[config.mk]
export PLATFORM = sky130hd
export DESIGN_NAME = acc_converter_control
export DESIGN_NICKNAME = d
export VERILOG_FILES = /design/src/acc_converter_control.v
export VERILOG_INCLUDE_DIRS = /design/src
export SDC_FILE = /design/constraint.sdc
export NUM_CORES = 1
export LEC_CHECK = 0
export BUFFER_PORTS_ARGS = -buffer_cell sky130_fd_sc_hd__buf_2
export CAP_MARGIN = 10
export CORE_ASPECT_RATIO = 1.2
export CORE_MARGIN = 1.5
export CORE_UTILIZATION = 50
export DETAILED_ROUTE_END_ITERATION = 16
export HOLD_SLACK_MARGIN = 0.02
export PLACE_DENSITY = 0.74
export SYNTH_ARGS = -nofsm -noshare
export SYNTH_HDL_FRONTEND = slang
export SYNTH_SLANG_ARGS = --single-unit
[constraint.sdc]
create_clock -name clk -period 5.2 [get_ports clk]
set_input_delay 0.52 -clock clk [delete_from_list [all_inputs] [get_ports clk]]
set_output_delay 0.52 -clock clk [all_outputs]
set_load 0.05 [all_outputs]
[src/acc_consts.vh]
// Constants for the converter control block: addresses, bit positions, timing counts.
`ifndef ACC_CONSTS_VH
`define ACC_CONSTS_VH
`define ACC_ADDR_CONTROL      8'hc4
`define ACC_ADDR_RESULT       8'hc5
`define ACC_BIT_CHAN_LO       0
`define ACC_BIT_CHAN_HI       1
`define ACC_BIT_TIME_SEL      2
`define ACC_BIT_START_BUSY    3
`define ACC_BIT_DONE          4
`define ACC_BIT_EXT_EN        5
`define ACC_BIT_REF_OFF       6
`define ACC_CTRL_RESET        8'h00
`define ACC_RESULT_RESET      8'h00
`define ACC_CYC_SHORT         6'd24
`define ACC_CYC_LONG          6'd48
`define ACC_CYC_SAMPLE        6'd6
`define ACC_MC_DIV            4'd12
`define ACC_ST_IDLE           2'b00
`define ACC_ST_SAMPLE         2'b01
`define ACC_ST_CONVERT        2'b10
`define ACC_ST_FINISH         2'b11
`endif

[src/acc_converter_control.v]
// Conversion control logic with special-function register access.
`timescale 1ns/10ps
`include "acc_consts.vh"

module acc_converter_control #(
  parameter MC_DIV = `ACC_MC_DIV
) (
  input  wire       clk,
  input  wire       rst_n,
  input  wire       clk_en,
  input  wire [7:0] sfr_addr,
  input  wire       sfr_wr,
  input  wire       sfr_rd,
  input  wire [7:0] sfr_wdata,
  output reg  [7:0] sfr_rdata,
  input  wire       external_start_pin,
  input  wire       power_down,
  input  wire       idle_mode,
  input  wire [7:0] conv_data,
  output reg  [1:0] mux_select,
  output reg        sample_hold,
  output reg        convert_active,
  output reg        reference_off,
  output reg        done_irq,
  output reg        busy
);

  // ****************************************************************
  // Registers
  // ****************************************************************
  reg [1:0] chan_reg;
  reg       time_sel_reg;
  reg       start_busy_reg;
  reg       done_reg;
  reg       ext_en_reg;
  reg       ref_off_reg;
  reg [7:0] result_reg;
  reg [1:0] state_reg;
  reg [1:0] state_next;
  reg [5:0] mc_count_reg;
  reg [3:0] div_count_reg;
  reg       pin_sync1_reg;
  reg       pin_sync2_reg;
  reg       pin_prev_reg;
  reg       pd_prev_reg;

  // The reset image of the control register is kept whole, so the time-select field's reset value
  // is taken from it by bit position rather than by a shift that would drop bits silently.
  localparam [7:0] CTRL_RESET_IMAGE = `ACC_CTRL_RESET;

  // ****************************************************************
  // Decode and timing
  // ****************************************************************
  // The machine cycle tick keeps running in idle so conversions finish there.
  wire mc_tick = (div_count_reg == MC_DIV - 4'd1);
  wire wr_ctrl = sfr_wr && (sfr_addr == `ACC_ADDR_CONTROL);
  wire pin_fall = pin_prev_reg && !pin_sync2_reg;
  wire pd_entry = power_down && !pd_prev_reg;
  wire sw_start = wr_ctrl && sfr_wdata[`ACC_BIT_START_BUSY];
  wire ext_start = pin_fall && ext_en_reg;
  // A blocked start is dropped outright; nothing latches it for later.
  wire start_ok = (sw_start || ext_start) && !start_busy_reg && !done_reg &&
                  !power_down;
  wire [5:0] conv_len = time_sel_reg ? `ACC_CYC_LONG : `ACC_CYC_SHORT;
  wire last_cycle = mc_tick && (mc_count_reg == conv_len - 6'd1);

  // ****************************************************************
  // Conversion sequencer
  // ****************************************************************
  always @* begin
    state_next = state_reg;
    case (state_reg)
      `ACC_ST_IDLE: begin
        if (start_ok) begin
          state_next = `ACC_ST_SAMPLE;
        end
      end
      `ACC_ST_SAMPLE: begin
        if (mc_tick && mc_count_reg == `ACC_CYC_SAMPLE - 6'd1) begin
          state_next = `ACC_ST_CONVERT;
        end
      end
      `ACC_ST_CONVERT: begin
        if (last_cycle) begin
          state_next = `ACC_ST_FINISH;
        end
      end
      `ACC_ST_FINISH: begin
        if (mc_tick) begin
          state_next = `ACC_ST_IDLE;
        end
      end
      default: begin
        state_next = `ACC_ST_IDLE;
      end
    endcase
    if (pd_entry && state_reg != `ACC_ST_FINISH) begin
      state_next = `ACC_ST_IDLE;
    end
  end

  always @(posedge clk) begin
    if (!rst_n) begin
      state_reg      <= `ACC_ST_IDLE;
      mc_count_reg   <= 6'd0;
      div_count_reg  <= 4'd0;
      pin_sync1_reg  <= 1'b1;
      pin_sync2_reg  <= 1'b1;
      pin_prev_reg   <= 1'b1;
      pd_prev_reg    <= 1'b0;
      chan_reg       <= 2'b00;
      time_sel_reg   <= CTRL_RESET_IMAGE[`ACC_BIT_TIME_SEL];
      start_busy_reg <= 1'b0;
      done_reg       <= 1'b0;
      ext_en_reg     <= 1'b0;
      ref_off_reg    <= 1'b0;
      result_reg     <= `ACC_RESULT_RESET;
      sfr_rdata      <= 8'h00;
      mux_select     <= 2'b00;
      sample_hold    <= 1'b0;
      convert_active <= 1'b0;
      reference_off  <= 1'b0;
      done_irq       <= 1'b0;
      busy           <= 1'b0;
    end else if (clk_en) begin
      pin_sync1_reg <= external_start_pin;
      pin_sync2_reg <= pin_sync1_reg;
      pin_prev_reg  <= pin_sync2_reg;
      pd_prev_reg   <= power_down;
      state_reg     <= state_next;
      if (mc_tick || start_ok) begin
        div_count_reg <= 4'd0;
      end else begin
        div_count_reg <= div_count_reg + 4'd1;
      end
      if (start_ok || state_next == `ACC_ST_IDLE) begin
        mc_count_reg <= 6'd0;
      end else if (mc_tick) begin
        mc_count_reg <= mc_count_reg + 6'd1;
      end

      // Software writes of the plain control bits.
      if (wr_ctrl) begin
        time_sel_reg <= sfr_wdata[`ACC_BIT_TIME_SEL];
        ext_en_reg   <= sfr_wdata[`ACC_BIT_EXT_EN];
        ref_off_reg  <= sfr_wdata[`ACC_BIT_REF_OFF];
        if (!done_reg && !start_busy_reg) begin
          chan_reg <= sfr_wdata[`ACC_BIT_CHAN_HI:`ACC_BIT_CHAN_LO];
        end
      end

      // Busy: set by a start, cleared only by hardware at the end or on abort.
      if (start_ok) begin
        start_busy_reg <= 1'b1;
      end else if ((state_reg == `ACC_ST_FINISH && mc_tick) || pd_entry) begin
        start_busy_reg <= 1'b0;
      end

      // Done: hardware set wins over a software clear in the same cycle.
      if (state_reg == `ACC_ST_CONVERT && last_cycle &&
          !(pd_entry)) begin
        done_reg   <= 1'b1;
        result_reg <= conv_data;
      end else if (wr_ctrl && !sfr_wdata[`ACC_BIT_DONE]) begin
        done_reg <= 1'b0;
      end
      // Power-down leaves done and result untouched.

      if (sfr_rd && sfr_addr == `ACC_ADDR_CONTROL) begin
        sfr_rdata <= {1'b0, ref_off_reg, ext_en_reg, done_reg, start_busy_reg,
                      time_sel_reg, chan_reg};
      end else if (sfr_rd && sfr_addr == `ACC_ADDR_RESULT) begin
        sfr_rdata <= result_reg;
      end else begin
        sfr_rdata <= 8'h00;
      end
      mux_select     <= chan_reg;
      sample_hold    <= (state_next == `ACC_ST_SAMPLE);
      convert_active <= (state_next == `ACC_ST_CONVERT);
      reference_off  <= ref_off_reg;
      done_irq       <= done_reg;
      busy           <= start_busy_reg;
    end
  end

endmodule // acc_converter_control

==> out/qor.csv, run 1 <==
stage;metric;value;unit
status;status;complete, no violations;
placed_design;io_buffers;44;
timing;hold_viol;0;
final_layout;utilization;0.616;
yosys;synth_area;2130;sq um
final_layout;drive_gt1_frac;0.201;
yosys;synth_compound_area_frac;0.147;
grt;track_usage;0.212;
yosys;synth_edf_count;0;
yosys;synth.avg_cell_area;9.16;sq um
clock_tree;cts.sinks;46;
critical_path;start_kind;flip-flop;
timing;setup_viol;0;
grt;grt_pass1_wl;7.79;mm
final_layout;num-nets-final;307;
yosys;synth_most_common_cell;dfxtp_1;
yosys;yosysTopAreaCell;dfxtp_1;
placed_design;dp_hpwl;3.23;mm
die;ios;47;
yosys;ys_warn_count;0;
timing;finClkSkew;11.2;ps
final_layout;stdcell_count;327;
die;start_util;0.533;
critical_path;crit_path_max_incr_delay;710;ps
clock_tree;htree_levels;2;
timing;tns;0;ps
yosys;syn_nets;268;
timing;worst_pin_slew;645;ps
critical_path;crit_type;reg2reg;
timing;rsz0062_at_grt;no;
yosys;synth_seq_area_share;0.431;
critical_path;crit_buf_inv;0;
route;firstDrtPassIters;4;
yosys;synthCells;233;
route;wl_per_cell;13.9;microns
clock_tree;cts_resized;0;
yosys;synthFlopType;dfxtp_1;
route;viasPerCell;5.54;
run;cap_violations;0;
critical_path;worstPathArrival;2350;ps
final_layout;fin_area;2470;sq um
yosys;synth.distinct_cells;46;
pwr;power.density;265;nW/um^2
clock_tree;clockBufferDepth;2;
placed_design;dpl.cell_count;319;
timing;period_share;0.413;
pwr;p_leak;1.07;nW
clock_tree;path_clk_slew;90;ps
clock_tree;cts_tree;done;
die;core-area;4000;sq um
yosys;synth_top_cell_area_share;0.431;
yosys;synthSimpleGateAreaFrac;0.239;
final_layout;fillers;384;
grt;grt_overflow;0;
pwr;design_power_total;654;uW
yosys;async_flop_share;0;
yosys;synth_fa_ha_area_frac;0.0176;
die;rows;25;
critical_path;critical_path.max_fanout;9;
critical_path;critical_path.top_delay_family;simple AND/OR/NAND/NOR gates;
timing;maxSlewHeadroom;0.570;
yosys;synth_common_cells;46 x dfxtp_1, 24 x mux2i_1, 24 x nor2b_1, 20 x nor2_1, 19 x nand2_1;
placed_design;post_dp_cell_area;2370;sq um
final_layout;n_antenna_cell;0;
route;drc_errors;0;
clock_tree;cts_root_buffer;clkbuf_8;
critical_path;critPathCaptureType;flip-flop;
worst_hold_path;hold_class;in2reg;
grt;grt_max_degree;41;
route;ant_nets;0;
timing;period_minus_slack;2150;ps
placed_design;gp_congestion;0.821;
die;die_w;62.6;microns
clock_tree;ctsHoldBuffers;0;
critical_path;required;5400;ps
route;drt_iter0_drc;71;
pwr;peakVddDrop;201;uV
yosys;muxShareOfSynthArea;0.113;
grt;antenna_found_initial;0;
timing;final_max_slew_viol_count;0;
die;die-area;4670;sq um
die;die_h;74.6;microns
yosys;synthXorXnorAreaFrac;0.0205;
critical_path;cp_cell_sequence;ha_1 > nand3b_1 > nor2_1 > or4b_1 > mux2i_1 > nor2b_1;
clock_tree;clock_latency;310;ps
clock_tree;cts_setup_buffers;0;
final_layout;area_delta_synth_final;15.5;%
route;drt_wl_total;4.54;mm
clock_tree;cts_made_buffers;5;
yosys;synth_top_family_by_area;simple AND/OR/NAND/NOR gates;
yosys;synth.area.top_cells;dfxtp_1 43%, mux2i_1 11%, nor2b_1 7.0%;
yosys;yosys_register_bits;46;
timing;fmax;466;MHz
grt;grt_pass1_vias;1749;
critical_path;cp_slowest_cell;or4b_1;
route;vias;1811;
-- layout make-up --
class	instances	area (sq um)	share of cell area
flip-flops and latches	46	921	0.373
multi-input cells	171	1140	0.464
clock inverters	2	16.3	0.00660
clock buffers	6	82.6	0.0335
inverters	4	15.0	0.00609
repair buffers	44	220	0.0893
well taps	54	67.6	0.0274
-- cell usage in the layout (no fill, tap or decap), drive strengths merged, types with 2 or more instances in the layout --
cell,count
mux2i,24
o22ai,2
xor2,3
xnor2,2
a21boi,4
buf,44
nand3b,2
and2,2
o31ai,2
nand4,5
clkbuf,6
nand3,4
ha,3
inv,5
or3,5
nand2,19
a221oi,7
nor2b,24
or4,2
o21ai,17
a21oi,5
nor2,20
dfxtp,46
-- routing by layer --
layer / wire [microns] / part of all wire / vias up / GRT usage
met4: 121 / 0.027 / 0 / 0.0988
li1: - / - / 910 / -
met1: 1930 / 0.43 / 842 / 0.248
met5: 0 / 0 / - / 0
met2: 2290 / 0.50 / 47 / 0.370
met3: 197 / 0.043 / 12 / 0.0530
-- per-stage QoR --
| step | hold WS, ps | setup WS, ps |
|---|---|---|
| final | 433 | 3050 |
| after global routing | 434 | 2940 |
| after CTS | 437 | 3040 |
| after detailed placement | 456 | 2750 |
| after global placement | 432 | 2790 |
| after floorplan | 441 | 3350 |
-- worst paths after layout --
| check | start | end | slack (ps) | depth (start not counted) |
|---|---|---|---|---|
| max | div_count_reg[0]$_SDFFE_PN0P_ | result_reg[0]$_SDFFE_PN0P_ | 3050 | 6 |
| max reg2reg | div_count_reg[0]$_SDFFE_PN0P_ | result_reg[0]$_SDFFE_PN0P_ | 3050 | 6 |
| min | external_start_pin | pin_sync1_reg$_SDFFE_PN1P_ | 430 | 3 |
| min reg2reg | convert_active$_SDFFE_PN0P_ | convert_active$_SDFFE_PN0P_ | 460 | 2 |
-- logic make-up after synthesis --
family | Yosys count
and+or+nand+nor | 93
AOI/OAI and AO/OA | 46
DFF | 46
muxes | 24
buffers and inverters | 16
xor gates and xnor gates | 5
adders and majority gates | 3
-- where the power goes --
part           leakage (nW)  switching, mW  total, mW  internal, mW
registers             0.373        0.00340      0.361         0.358
logic                 0.653         0.0328     0.0552        0.0224
clock network        0.0478          0.128      0.238         0.110
-- worst min-delay path, stage by stage --
cell     delay, ps
buf_2           80
mux2i_1         60
nand2_1         60
Note: power is estimated with default switching activity, not from simulation.
==> run 2: changes to the inputs <==
--- a/config.mk
+++ b/config.mk
@@ -6,6 +6,7 @@
 export SDC_FILE = /design/constraint.sdc
 export NUM_CORES = 1
 export LEC_CHECK = 0
+export ABC_AREA = 1
 export BUFFER_PORTS_ARGS = -buffer_cell sky130_fd_sc_hd__buf_2
 export CAP_MARGIN = 10
 export CORE_ASPECT_RATIO = 1.2
==> constraint.sdc (replaced) <==
create_clock -name clk -period 2.05 [get_ports clk]
set_input_delay 0.205 -clock clk [delete_from_list [all_inputs] [get_ports clk]]
set_output_delay 0.205 -clock clk [all_outputs]
set_load 0.05 [all_outputs]
==> run 2 against run 1 <==
Critical path depth grew 4. Die area grew 0.45%. Final cell count grew 17%. Flip-flop and latch count is the same. Register-to-register slack lost 2800 ps. Largest cell class unchanged. Highest routed layer unchanged.
==> out/qor.csv, run 2 <==
stage;metric;value;unit;change
pwr;power.density;667;nW/um^2;was 265 nW/um^2
yosys;yosys_register_bits;46;;unchanged
clock_tree;cts_root_buffer;clkbuf_8;;unchanged
final_layout;fin_area;2530;sq um;was 2470 sq um
placed_design;gp_congestion;0.814;;was 0.821
clock_tree;cts_resized;0;;unchanged
grt;track_usage;0.215;;was 0.212
worst_hold_path;hold-path-endpoint;pin_sync1_reg$_SDFFE_PN1P_;;unchanged
clock_tree;clockBufferDepth;2;;unchanged
placed_design;post_dp_cell_area;2430;sq um;was 2370 sq um
final_layout;fillers;387;;was 384
die;die_h;74.7;microns;was 74.6 microns
die;ios;47;;unchanged
yosys;synth.area.top_cells;dfxtp_1 43%, nor2_1 8.1%, o21ai_0 6.5%;;was dfxtp_1 43%, mux2i_1 11%, nor2b_1 7.0%
timing;period_minus_slack;1780;ps;was 2150 ps
timing;worst_pin_slew;416;ps;was 645 ps
critical_path;ff2ff_setup_slack;270;ps;was 3050 ps
route;wl_per_cell;12.2;microns;was 13.9 microns
timing;fin_ws;268;ps;was 3050 ps
yosys;ys_warn_count;0;;unchanged
clock_tree;cts.sinks;46;;unchanged
critical_path;r2r_start;mc_count_reg[0]$_SDFFE_PN0P_;;was div_count_reg[0]$_SDFFE_PN0P_
yosys;synth_area;2140;sq um;was 2130 sq um
pwr;peakVddDrop;526;uV;was 201 uV
timing;final_max_slew_viol_count;0;;unchanged
yosys;synth_edf_count;0;;unchanged
timing;setup_viol;0;;unchanged
worst_hold_path;hold_class;in2reg;;unchanged
critical_path;worstPathArrival;1970;ps;was 2350 ps
critical_path;reg2reg_to;mc_count_reg[3]$_SDFFE_PN0P_;;was result_reg[0]$_SDFFE_PN0P_
timing;hold_viol;0;;unchanged
yosys;synth.avg_cell_area;7.60;sq um;was 9.16 sq um
clock_tree;ctsHoldBuffers;0;;unchanged
yosys;yosysTopAreaCell;dfxtp_1;;unchanged
placed_design;io_buffers;44;;unchanged
final_layout;n_antenna_cell;0;;unchanged
timing;fmax;561;MHz;was 466 MHz
yosys;synth_common_cells;46 x dfxtp_1, 46 x nor2_1, 32 x nand2_1, 28 x o21ai_0, 24 x a21oi_1;;was 46 x dfxtp_1, 24 x mux2i_1, 24 x nor2b_1, 20 x nor2_1, 19 x nand2_1
clock_tree;cts_setup_buffers;0;;unchanged
grt;grt_pass1_vias;1908;;was 1749
critical_path;reg2reg_depth;10;;was 6
worst_hold_path;min_from;external_start_pin;;unchanged
timing;maxSlewHeadroom;0.722;;was 0.570
yosys;async_flop_share;0;;unchanged
pwr;p_leak;1.15;nW;was 1.07 nW
grt;grt_overflow;0;;unchanged
yosys;synth_top_cell_area_share;0.429;;was 0.431
critical_path;crit_type;reg2reg;;unchanged
die;rows;25;;unchanged
yosys;synth.distinct_cells;30;;was 46
critical_path;critical_path.max_fanout;9;;unchanged
route;vias;1972;;was 1811
worst_hold_path;hold_depth;3;;unchanged
die;die_w;62.8;microns;was 62.6 microns
final_layout;drive_gt1_frac;0.258;;was 0.201
timing;finClkSkew;6.27;ps;was 11.2 ps
yosys;synth_seq_area_share;0.429;;was 0.431
route;ant_nets;0;;unchanged
die;die-area;4690;sq um;was 4670 sq um
final_layout;mostFrequentLayoutCells;46 x nor2_1, 46 x dfxtp_1, 44 x buf_2;;was 46 x dfxtp_1, 44 x buf_2, 24 x nor2b_1, 24 x mux2i_1, 20 x nor2_1
status;status;complete, no violations;;unchanged
clock_tree;htree_levels;2;;unchanged
clock_tree;clock_latency;300;ps;was 310 ps
die;start_util;0.531;;was 0.533
grt;grt_pass1_wl;8.02;mm;was 7.79 mm
route;firstDrtPassIters;4;;unchanged
yosys;syn_nets;317;;was 268
grt;antenna_found_initial;0;;unchanged
timing;tns;0;ps;unchanged
timing;rsz0062_at_grt;no;;unchanged
yosys;synthFlopType;dfxtp_1;;unchanged
timing;period_share;0.869;;was 0.413
route;drt_wl_total;4.69;mm;was 4.54 mm
critical_path;required;2240;ps;was 5400 ps
placed_design;dp_slack;277;ps;was 2750 ps
route;drt_iter0_drc;87;;was 71
final_layout;area_delta_synth_final;17.9;%;was 15.5%
route;viasPerCell;5.14;;was 5.54
final_layout;num-nets-final;364;;was 307
route;drc_errors;0;;unchanged
grt;grt_max_degree;40;;was 41
critical_path;start_kind;flip-flop;;unchanged
critical_path;critPathCaptureType;flip-flop;;unchanged
placed_design;dp_hpwl;3.45;mm;was 3.23 mm
die;core-area;4040;sq um;was 4000 sq um
yosys;synthCells;282;;was 233
clock_tree;path_clk_slew;80;ps;was 90 ps
clock_tree;cts_tree;done;;unchanged
clock_tree;cts_made_buffers;5;;unchanged
run;cap_violations;0;;unchanged
[run 2: cell count changes in the layout (fill, tap and decap cells not counted), moves of 5 or more]
cell	change
nand3_1	+10
o21ai_1	+9
a21oi_1	+19
a31oi_1	+6
nand2_2	+7
o21ai_0	+12
nor2b_1	-24
inv_2	+5
buf_4	+5
inv_1	+16
nor2_1	+26
nand2_1	+13
mux2i_1	-24
a221oi_1	-7
[run 2: layer usage]
layer  part of all wire  vias to the layer above  wire length (microns)  track usage
li1                   -                     1032                      -            -
met1               0.43                      905                   2010        0.238
met2               0.52                       30                   2440        0.398
met3              0.038                        5                    180       0.0493
met4              0.012                        0                     58        0.104
met5                  0                        -                      0            0
[run 2: power breakdown]
part           internal, mW  switching (mW)
logic                0.0617           0.122
registers             0.915          0.0137
clock network         0.271           0.301
total                  1.25           0.437
[run 2: stage by stage]
step | hold WS [ps] | util | cells | power [mW]
finish | 112 | 0.627 | 384 | 1.69
global route | 109 | 0.627 | 384 | 1.76
CTS | 106 | 0.627 | 384 | 1.70
detailed placement | 419 | 0.603 | 376 | 1.13
global placement | 417 | 0.603 | 376 | 1.13
floorplan | 331 | - | 282 | 1.07
[run 2: logic make-up (layout without fill, tap and decap cells)]
logic type / Yosys count / in the layout / synth area share
and+or+nand+nor: 122 / 122 / 0.300
AOI/OAI and AO/OA: 71 / 71 / 0.173
DFF: 46 / 46 / 0.429
buffers and inverters: 36 / 84 / 0.0642
xor gates and xnor gates: 4 / 4 / 0.0163
adders and majority gates: 3 / 3 / 0.0175
[run 2: area by class of cell]
| type | instances | area (sq um) | area share |
|---|---|---|---|
| Clock buffer | 6 | 82.6 | 0.0327 |
| Clock inverter | 2 | 12.5 | 0.00495 |
| Inverter | 27 | 101 | 0.0401 |
| Multi-Input combinational cell | 200 | 1090 | 0.429 |
| Sequential cell | 46 | 921 | 0.364 |
| Tap cell | 54 | 67.6 | 0.0267 |
| Timing Repair Buffer | 49 | 258 | 0.102 |
[run 2: worst max-delay path, cell delays in order (launching register included)]
cell     delay, ps
dfxtp_1        420
ha_1           230
nand2_2         80
nor3b_2        200
nand3_2        140
nand3_2        110
nand3_4        100
nand3_4        100
nand2_4         90
a21oi_1        140
nor2_1          60
[run 2: worst max-delay path by stage]
stage / from / endpoint / slack [ps] / cells after the start
global route: mc_count_reg[0]$_SDFFE_PN0P_ / mc_count_reg[3]$_SDFFE_PN0P_ / 60 / 10
finish: mc_count_reg[0]$_SDFFE_PN0P_ / mc_count_reg[3]$_SDFFE_PN0P_ / 270 / 10
detailed placement: mc_count_reg[0]$_SDFFE_PN0P_ / mc_count_reg[3]$_SDFFE_PN0P_ / 280 / 10
CTS: mc_count_reg[0]$_SDFFE_PN0P_ / mc_count_reg[3]$_SDFFE_PN0P_ / 260 / 10
floorplan: mc_count_reg[0]$_SDFFE_PN0P_ / mc_count_reg[3]$_SDFFE_PN0P_ / 440 / 10
global placement: mc_count_reg[0]$_SDFFE_PN0P_ / mc_count_reg[3]$_SDFFE_PN0P_ / 300 / 10
